## src/core/pll_ctl_pkg.sv

```systemverilog
// Shared constants, field layouts and helpers for the loop control block
package pll_ctl_pkg;
    localparam logic [9:0] ADDR_LDCAL = 10'h018;
    localparam logic [9:0] ADDR_SYNC = 10'h019;
    localparam logic [9:0] ADDR_UPDATE = 10'h232;
    localparam int UPDATE_BIT = 0;
    localparam logic [7:0] LDCAL_RST = 8'h06;
    localparam logic [7:0] SYNC_RST = 8'h00;
    localparam logic [7:0] RD_UNMAPPED = 8'h00;
    localparam logic [1:0] SYNC_NONE = 2'h0;
    localparam logic [1:0] SYNC_ASYNC = 2'h1;
    localparam logic [1:0] SYNC_SYNC = 2'h2;
    localparam logic [1:0] DIV_BY_16 = 2'h3;
    localparam logic [7:0] LOCK_CNT_5 = 8'h05;
    localparam logic [7:0] LOCK_CNT_16 = 8'h10;
    localparam logic [7:0] LOCK_CNT_64 = 8'h40;
    localparam logic [7:0] LOCK_CNT_255 = 8'hFF;
    localparam logic [9:0] CAL_TICKS_DEF = 10'h040;

    typedef struct packed {
        logic cmos_dc_offset;
        logic [1:0] lock_cnt_sel;
        logic ld_window;
        logic ld_disable;
        logic [1:0] cal_div_sel;
        logic cal_now;
    } ldcal_t;

    typedef struct packed {
        logic [1:0] sync_mode;
        logic [2:0] r_delay;
        logic [2:0] n_delay;
    } sync_ctl_t;

    // Last count value of the calibration clock divider: 1, 3, 7 or 15, for periods of 2, 4, 8 or 16 cycles
    function automatic logic [3:0] div_last(input logic [1:0] sel);
        case (sel)
            2'h0: div_last = 4'h1;
            2'h1: div_last = 4'h3;
            2'h2: div_last = 4'h7;
            default: div_last = 4'hF;
        endcase
    endfunction : div_last

    // Consecutive in-window comparison cycles needed before lock
    function automatic logic [7:0] lock_need(input logic [1:0] sel);
        case (sel)
            2'h0: lock_need = LOCK_CNT_5;
            2'h1: lock_need = LOCK_CNT_16;
            2'h2: lock_need = LOCK_CNT_64;
            default: lock_need = LOCK_CNT_255;
        endcase
    endfunction : lock_need
endpackage : pll_ctl_pkg

```

## src/core/pll_cal_and_counter_sync_control.sv

```systemverilog
// Lock detect, oscillator calibration trigger and counter alignment control
`timescale 1ns/100ps
////////////////////////////////////////////////////////////////////////////////
// Summary of operation
// RULE1: Lock detection runs by default; bit 3 set stops it and clears the flag.
// RULE2: Calibration clock is reference divided by 2, 4, 8 or 16 per selector.
// RULE3: Host picks divide 2/4 below 12.5 MHz, 8 below 50 MHz, 16 anywhere.
// RULE4: Default divide-by-16 gives slowest calibration clock, longest calibration.
// RULE5: Calibration starts only on active calibrate-now 0 to 1; bit resets to 0.
// RULE6: Host writes 0 and strobes update, then writes 1 and strobes again.
// RULE7: Host keeps oscillator output divider static during calibration.
// RULE8: Alignment pin: 00/11 nothing, 01 asynchronous, 10 synchronous counter reset.
// RULE9: Lock flagged after 5, 16, 64 or 255 consecutive in-window comparisons.
// RULE10: Rising active bit on update gives one start pulse; no restart while 1.
module pll_cal_and_counter_sync_control #(
    parameter logic [9:0] CAL_TICKS = pll_ctl_pkg::CAL_TICKS_DEF
) (
    input wire logic clk,
    input wire logic rst_n,
    input wire logic wr_en,
    input wire logic [9:0] wr_addr,
    input wire logic [7:0] wr_data,
    input wire logic rd_en,
    input wire logic [9:0] rd_addr,
    output logic [7:0] rd_data,
    input wire logic cmp_edge_pin,
    input wire logic in_window_pin,
    input wire logic align_pin,
    output logic digital_lock_flag,
    output logic cal_clk_en,
    output logic cal_busy,
    output logic cal_start,
    output logic counters_rst_level,
    output logic counters_rst_pulse
);
    ////////////////////////////////////////////////////////////////////////////
    // Buffer and active registers
    pll_ctl_pkg::ldcal_t ldcal_buf_r;
    pll_ctl_pkg::ldcal_t ldcal_act_r;
    pll_ctl_pkg::sync_ctl_t sync_buf_r;
    pll_ctl_pkg::sync_ctl_t sync_act_r;
    logic update;
    logic prev_cal_now_r;

    assign update = wr_en && (wr_addr == pll_ctl_pkg::ADDR_UPDATE)
        && wr_data[pll_ctl_pkg::UPDATE_BIT];

    always_ff @(posedge clk) begin
        if (!rst_n) begin
            ldcal_buf_r <= pll_ctl_pkg::LDCAL_RST; // [RULE5]
            sync_buf_r <= pll_ctl_pkg::SYNC_RST;
        end else if (wr_en) begin
            if (wr_addr == pll_ctl_pkg::ADDR_LDCAL) begin
                ldcal_buf_r <= wr_data;
            end else if (wr_addr == pll_ctl_pkg::ADDR_SYNC) begin
                sync_buf_r <= wr_data;
            end
        end
    end

    always_ff @(posedge clk) begin
        if (!rst_n) begin
            ldcal_act_r <= pll_ctl_pkg::LDCAL_RST; // [RULE4] [RULE5]
            sync_act_r <= pll_ctl_pkg::SYNC_RST;
            prev_cal_now_r <= 1'b0;
        end else if (update) begin
            ldcal_act_r <= ldcal_buf_r;
            sync_act_r <= sync_buf_r;
            prev_cal_now_r <= ldcal_act_r.cal_now;
        end
    end

    always_ff @(posedge clk) begin
        if (!rst_n) begin
            rd_data <= pll_ctl_pkg::RD_UNMAPPED;
        end else if (rd_en) begin
            if (rd_addr == pll_ctl_pkg::ADDR_LDCAL) begin
                rd_data <= ldcal_act_r;
            end else if (rd_addr == pll_ctl_pkg::ADDR_SYNC) begin
                rd_data <= sync_act_r;
            end else begin
                rd_data <= pll_ctl_pkg::RD_UNMAPPED;
            end
        end
    end

    ////////////////////////////////////////////////////////////////////////////
    // Calibration start and duration
    logic start_pend_r;
    logic [9:0] cal_cnt_r;

    // Flag set one cycle after the update that made the active bit rise
    always_ff @(posedge clk) begin
        if (!rst_n) begin
            start_pend_r <= 1'b0;
        end else begin
            start_pend_r <= update && !ldcal_act_r.cal_now && ldcal_buf_r.cal_now; // [RULE10]
        end
    end

    assign cal_start = start_pend_r; // [RULE5] [RULE10]

    cal_clock_divider u_div (
        .clk(clk),
        .rst_n(rst_n),
        .div_sel(ldcal_act_r.cal_div_sel), // [RULE2]
        .tick(cal_clk_en)
    );

    always_ff @(posedge clk) begin
        if (!rst_n) begin
            cal_cnt_r <= 10'h000;
        end else if (cal_start) begin
            cal_cnt_r <= CAL_TICKS;
        end else if (cal_clk_en && cal_cnt_r != 10'h000) begin
            cal_cnt_r <= cal_cnt_r - 10'h001; // [RULE4]
        end
    end

    assign cal_busy = (cal_cnt_r != 10'h000);

    ////////////////////////////////////////////////////////////////////////////
    // Pin synchronisers
    logic [1:0] cmp_s_r;
    logic [1:0] win_s_r;
    logic [1:0] align_s_r;
    logic cmp_d_r;
    logic align_d_r;

    always_ff @(posedge clk) begin
        if (!rst_n) begin
            cmp_s_r <= 2'h0;
            win_s_r <= 2'h0;
            align_s_r <= 2'h0;
            cmp_d_r <= 1'b0;
            align_d_r <= 1'b0;
        end else begin
            cmp_s_r <= {cmp_s_r[0], cmp_edge_pin};
            win_s_r <= {win_s_r[0], in_window_pin};
            align_s_r <= {align_s_r[0], align_pin};
            cmp_d_r <= cmp_s_r[1];
            align_d_r <= align_s_r[1];
        end
    end

    ////////////////////////////////////////////////////////////////////////////
    // Digital lock detection
    logic cmp_cycle;
    logic [7:0] lock_cnt_r;
    logic lock_r;

    assign cmp_cycle = cmp_s_r[1] && !cmp_d_r;

    always_ff @(posedge clk) begin
        if (!rst_n || ldcal_act_r.ld_disable) begin
            lock_cnt_r <= 8'h00; // [RULE1]
            lock_r <= 1'b0;
        end else if (cmp_cycle) begin
            if (!win_s_r[1]) begin
                lock_cnt_r <= 8'h00; // [RULE9]
                lock_r <= 1'b0;
            end else if (lock_cnt_r < pll_ctl_pkg::lock_need(ldcal_act_r.lock_cnt_sel)) begin
                lock_cnt_r <= lock_cnt_r + 8'h01;
                if (lock_cnt_r + 8'h01 >= pll_ctl_pkg::lock_need(ldcal_act_r.lock_cnt_sel)) begin
                    lock_r <= 1'b1; // [RULE9]
                end
            end else begin
                lock_r <= 1'b1;
            end
        end
    end

    assign digital_lock_flag = lock_r;

    ////////////////////////////////////////////////////////////////////////////
    // Counter alignment on the alignment pin
    always_ff @(posedge clk) begin
        if (!rst_n) begin
            counters_rst_level <= 1'b0;
            counters_rst_pulse <= 1'b0;
        end else begin
            counters_rst_level <= align_s_r[1]
                && sync_act_r.sync_mode == pll_ctl_pkg::SYNC_ASYNC; // [RULE8]
            counters_rst_pulse <= align_s_r[1] && !align_d_r
                && sync_act_r.sync_mode == pll_ctl_pkg::SYNC_SYNC; // [RULE8]
        end
    end

    ////////////////////////////////////////////////////////////////////////////
    // Checks
    start_on_rise_a: assert property (@(posedge clk) disable iff (!rst_n)
        cal_start |-> $past(update) && $past(ldcal_buf_r.cal_now)
            && !$past(ldcal_act_r.cal_now)) // [RULE5]
        else $error("calibration start without rising active bit");
    no_restart_a: assert property (@(posedge clk) disable iff (!rst_n)
        update && ldcal_act_r.cal_now |=> !cal_start) // [RULE10]
        else $error("calibration restarted while bit held at one");
    start_single_a: assert property (@(posedge clk) disable iff (!rst_n)
        cal_start |=> !cal_start) // [RULE10]
        else $error("start pulse longer than one cycle");
    busy_after_start_a: assert property (@(posedge clk) disable iff (!rst_n)
        cal_start |=> cal_busy && cal_cnt_r == CAL_TICKS) // [RULE5]
        else $error("calibration not running after start");
    lock_off_disabled_a: assert property (@(posedge clk) disable iff (!rst_n)
        $past(ldcal_act_r.ld_disable) |-> !digital_lock_flag) // [RULE1]
        else $error("lock flag while detection disabled");
    lock_needs_count_a: assert property (@(posedge clk) disable iff (!rst_n)
        $rose(digital_lock_flag) |->
            lock_cnt_r >= pll_ctl_pkg::lock_need($past(ldcal_act_r.lock_cnt_sel))) // [RULE9]
        else $error("lock flagged before enough comparison cycles");
    lock_loss_a: assert property (@(posedge clk) disable iff (!rst_n)
        cmp_cycle && !win_s_r[1] |=> !digital_lock_flag && lock_cnt_r == 8'h00) // [RULE9]
        else $error("lock kept after out-of-window comparison");
    align_async_a: assert property (@(posedge clk) disable iff (!rst_n)
        align_s_r[1] && sync_act_r.sync_mode == pll_ctl_pkg::SYNC_ASYNC
            && !update |=> counters_rst_level) // [RULE8]
        else $error("asynchronous counter reset missing");
    align_quiet_a: assert property (@(posedge clk) disable iff (!rst_n)
        (sync_act_r.sync_mode == pll_ctl_pkg::SYNC_NONE || sync_act_r.sync_mode == 2'h3)
            && !update |=> !counters_rst_level && !counters_rst_pulse) // [RULE8]
        else $error("counter reset in no-action mode");
    div16_default_a: assert property (@(posedge clk) disable iff (!rst_n)
        $rose(rst_n) |-> ldcal_act_r.cal_div_sel == pll_ctl_pkg::DIV_BY_16) // [RULE4]
        else $error("calibration divider not defaulting to sixteen");

    cal_seen_c: cover property (@(posedge clk) disable iff (!rst_n) cal_start ##1 cal_busy[*3]);
    lock_seen_c: cover property (@(posedge clk) disable iff (!rst_n) $rose(digital_lock_flag));
    sync_pulse_c: cover property (@(posedge clk) disable iff (!rst_n) counters_rst_pulse);
    async_rst_c: cover property (@(posedge clk) disable iff (!rst_n) counters_rst_level);
endmodule : pll_cal_and_counter_sync_control

```

## src/core/cal_clock_divider.sv

```systemverilog
// Calibration clock divider: one-cycle enable pulse every 2, 4, 8 or 16 clocks
`timescale 1ns/100ps
module cal_clock_divider (
    input wire logic clk,
    input wire logic rst_n,
    input wire logic [1:0] div_sel,
    output logic tick
);
    logic [3:0] cnt_r;

    always_ff @(posedge clk) begin
        if (!rst_n) begin
            cnt_r <= 4'h0;
        end else if (cnt_r >= pll_ctl_pkg::div_last(div_sel)) begin
            cnt_r <= 4'h0;
        end else begin
            cnt_r <= cnt_r + 4'h1;
        end
    end

    assign tick = (cnt_r == pll_ctl_pkg::div_last(div_sel)); // [RULE2] [RULE4]

    div_period_a: assert property (@(posedge clk) disable iff (!rst_n)
        tick |=> cnt_r == 4'h0 && !tick) // [RULE2]
        else $error("divider did not wrap after tick");
endmodule : cal_clock_divider

```

## config.mk

```make
export PLATFORM = sky130hd
export DESIGN_NAME = pll_cal_and_counter_sync_control
export DESIGN_NICKNAME = d
export VERILOG_FILES = /design/src/core/pll_ctl_pkg.sv /design/src/core/pll_cal_and_counter_sync_control.sv /design/src/core/cal_clock_divider.sv
export SDC_FILE = /design/constraint.sdc
export NUM_CORES = 1
export LEC_CHECK = 0
export BUFFER_PORTS_ARGS = -buffer_cell sky130_fd_sc_hd__buf_4
export CAP_MARGIN = 20
export CORE_MARGIN = 8
export CORE_UTILIZATION = 57
export CTS_CLUSTER_SIZE = 16
export DETAILED_ROUTE_END_ITERATION = 6
export GPL_TIMING_DRIVEN = 0
export PLACE_DENSITY_LB_ADDON = 0.25
export SLEW_MARGIN = 20
export SYNTH_ARGS = -nofsm -noshare
export SYNTH_HDL_FRONTEND = slang
export SYNTH_HIERARCHICAL = 1
export SYNTH_SLANG_ARGS = --single-unit
```

## constraint.sdc

```tcl
create_clock -name clk -period 3.2 [get_ports clk]
set_clock_uncertainty 0.05 [all_clocks]
set_input_delay 0.16 -clock clk [delete_from_list [all_inputs] [get_ports clk]]
set_output_delay 0.16 -clock clk [all_outputs]
set_load 0.02 [all_outputs]
```

==> impl_metrics.csv <==
group,metric,value,unit
power,vdd.ir_drop.worst,0.000282,V
route,ant_nets,0,
flow_run,max_cap_viol_count,0,
clocking,clk-insertion-delay-late,350,ps
floorplan,design.die.area,9040,sq um
global_routing,grt_pass1_vias,2721,
route,via_per_inst,5.38,
yosys,mean_instance_size_in_the_synthesized_netlist,9.76,sq um
global_routing,gr-usage-met2,30.4,%
place,placed_cell_area,4000,sq um
clocking,cts_max_path_buffers,2,
global_routing,grt_usage,17.7,%
setup_path,critical_path.max_stage_delay,700,ps
route,wl_per_cell,14.8,um
route,first_iter_violations,97,
yosys,synth.top_cells.by_area,"sky130_fd_sc_hd__dfxtp_1, sky130_fd_sc_hd__mux2i_1, sky130_fd_sc_hd__ha_1",
setup_path,crit_type,"reg2reg",
setup_path,cp_cell_sequence,"ha_1 -> inv_1 -> ha_1 -> nor2b_1 -> o211ai_1 -> a21oi_1 -> or4b_2 -> a21oi_1",
route,num_vias,2734,
clocking,post_cts_buffers,0,
yosys,synth_enable_flop_cells,0,
yosys,ys.warnings.count,6,
global_routing,grt_most_used_layer,"met2",
yosys,synth.cells.most_frequent,"sky130_fd_sc_hd__dfxtp_1, sky130_fd_sc_hd__mux2i_1, sky130_fd_sc_hd__nor2b_1",
global_routing,use_met3,5.20,%
place,place.port_buffers,46,
clocking,clk_transition_reported_paths,70,ps
timing,final_setup_violation_count,0,
yosys,synth_top_cell_by_area,"sky130_fd_sc_hd__dfxtp_1",
timing,min_period_over_period,83.4,%
floorplan,die-width,95.1,um
worst_hold_path,min_path_type,"in2reg",
clocking,tritoncts.num_buffers,9,
timing,timing.final.crit_period,2670,ps
setup_path,cp.arrival,2900,ps
setup_path,crit_path_max_fanout,10,
timing,fin_setup_tns,0,ps
setup_path,slowest_stage,"sky130_fd_sc_hd__or4b_2",
route,drt_pass1_iterations,5,
yosys,yosys.area.top_type_share,41.6,%
layout,final_layout_size_suffix_gt1_share,17.4,%
timing,slew-limit-headroom,45.8,%
timing,final_hold_viol_count,0,
setup_path,required,3430,ps
setup_path,crit_path_start_kind,"flop",
clocking,ctsHtreeMaxLevel,3,
yosys,ys.flop_type,"sky130_fd_sc_hd__dfxtp_1",
power,power_density,393,nW/um^2
timing,tightestPinTransition,807,ps
clocking,cts.sink_count,74,
power,p_leak,1.76,nW
yosys,synth_seq_cells,74,
global_routing,grt_max_degree,13,
layout,area.growth.synth_to_final,18.3,%
place,routability_congestion_estimate,0.865,
floorplan,ioPinCount,49,
timing,maxClockFrequency,0.375,GHz
timing,setup_repair_after_global_routing_missed_its_margin,"no",
clocking,cts-resized-gates,0,
yosys,area_of_the_mapped_netlist,3560,sq um
route,drt-total-wl,7540,um
setup_path,endpoint_kind,"flop",
clocking,cts-root-buf,"sky130_fd_sc_hd__clkbuf_8",
yosys,most_frequently_used_cell_type_in_the_post_synthesis_netlist,"sky130_fd_sc_hd__dfxtp_1",
layout,finalInstanceArea,4220,sq um
clocking,tritoncts_clock_tree,"done",
floorplan,row_count,29,
yosys,postSynthCellCount,365,
global_routing,antenna_found_initial,0,
yosys,ys_seq_area_share,41.6,%
timing,timing.final.max_slew_violations,0,
layout,insertedDiodeCount,0,
layout,utilization,67.9,%
yosys,postSynthNetCount,425,
global_routing,groute.layer.met1.usage,20.0,%
route,route.detailed.drc,0,
yosys,asyncSetResetFlopFracSynth,0,%
layout,finalNetCount,486,
place,place_hpwl,5550,um
floorplan,floorplan.initialDensity,57.4,%
timing,final.hold.worst_slack,19.0,ps
global_routing,grt_pass1_wl,12500,um
floorplan,core-area,6200,sq um
global_routing,globalRoute.totalOverflow,0,
floorplan,die_h,95.1,um
outcome,status,"complete, no violations",
yosys,yosysUniqueCellTypes,53,
## worst max-delay path: cells and delay by family (launching register included)
kind	cells	cell delay, ps
simple gates	2	820
compound gates	3	610
fa+ha+maj	2	520
flops	1	360
buf+inv	1	240
## what timing repair did
item | CTS | global route
endpoints found under the setup margin | 0 | 0
hold buffers | 4 | 0
hold endpoints to repair | 4 | 0
## cell families (layout without fill, tap and decap cells)
group / count (synthesis) / in the layout / share of synthesized area, %
simple gates: 131 / 131 / 21.7
flops: 74 / 74 / 41.6
compound gates: 47 / 47 / 9.17
mux: 40 / 40 / 11.2
buf+inv: 33 / 99 / 3.79
fa+ha+maj: 25 / 25 / 8.78
xor+xnor: 15 / 15 / 3.69
## stage by stage
stage / setup slack [ps] / total power, mW / cells
3_3_place_gp: 597 / 1.04 / 488
4_1_cts: 514 / 1.68 / 508
2_1_floorplan: 858 / 0.992 / 365
6_report: 530 / 1.66 / 508
5_1_grt: 354 / 1.73 / 508
3_5_place_dp: 543 / 1.04 / 488
## sequential cells by signal (all words and copies together) (netlist names)
signal / flops
align_s_r: 2
sync_buf_r: 8
win_s_r: 2
cmp_s_r: 2
ldcal_act_r: 8
cmp_d_r: 1
u_div/cnt_r: 4
sync_act_r: 8
align_d_r: 1
cal_start: 1
lock_cnt_r: 8
digital_lock_flag: 1
counters_rst_level: 1
ldcal_buf_r: 8
counters_rst_pulse: 1
cal_cnt_r: 10
rd_data: 8
## layout by cell type (no fill, tap or decap), drive strengths merged, types with 3 or more instances in the layout
cell	n
nor2b	31
o22ai	8
xnor2	8
and3	3
clkbuf	18
clkinv	3
dlygate4sd3	4
nor2	22
dfxtp	74
nor4b	4
a21oi	13
ha	25
o21ai	3
and2	15
nand3	13
nand3b	3
o211ai	7
xor2	7
buf	52
nand2	15
mux2i	40
a21o	3
nor3	4
inv	20
## layout make-up
class                           instances  area [sq um]
Fill cell                             514          1990
Sequential cell                        74          1480
Timing Repair Buffer                   50           385
Clock buffer                           11           141
Inverter                               20          75.1
Multi-Input combinational cell        258          1950
Clock inverter                          5          30.0
Buffer                                 13          60.1
Tap cell                               77          96.3
## layer usage
layer / routed length [um] / vias to the layer above
met1: 3410 / 1277
met2: 3710 / 50
met4: 119 / 0
met5: 0 / -
met3: 307 / 9
li1: - / 1398
## final timing paths
check                               startpoint                 end  slack [ps]  cells past startpoint
worst min register to register       align_d_r  counters_rst_pulse         350                      1
worst max-delay path            ldcal_act_r[5]       lock_cnt_r[7]         530                      8
worst max register to register  ldcal_act_r[5]       lock_cnt_r[7]         530                      8
worst min-delay path                wr_data[2]      ldcal_buf_r[2]          20                      3
## where the power goes
group	total, mW	switching [mW]	internal (mW)
logic	0.0890	0.0395	0.0495
registers	0.933	0.00496	0.928
clock network	0.634	0.335	0.298
total	1.66	0.380	1.28
(Power assumes the default switching activity.)
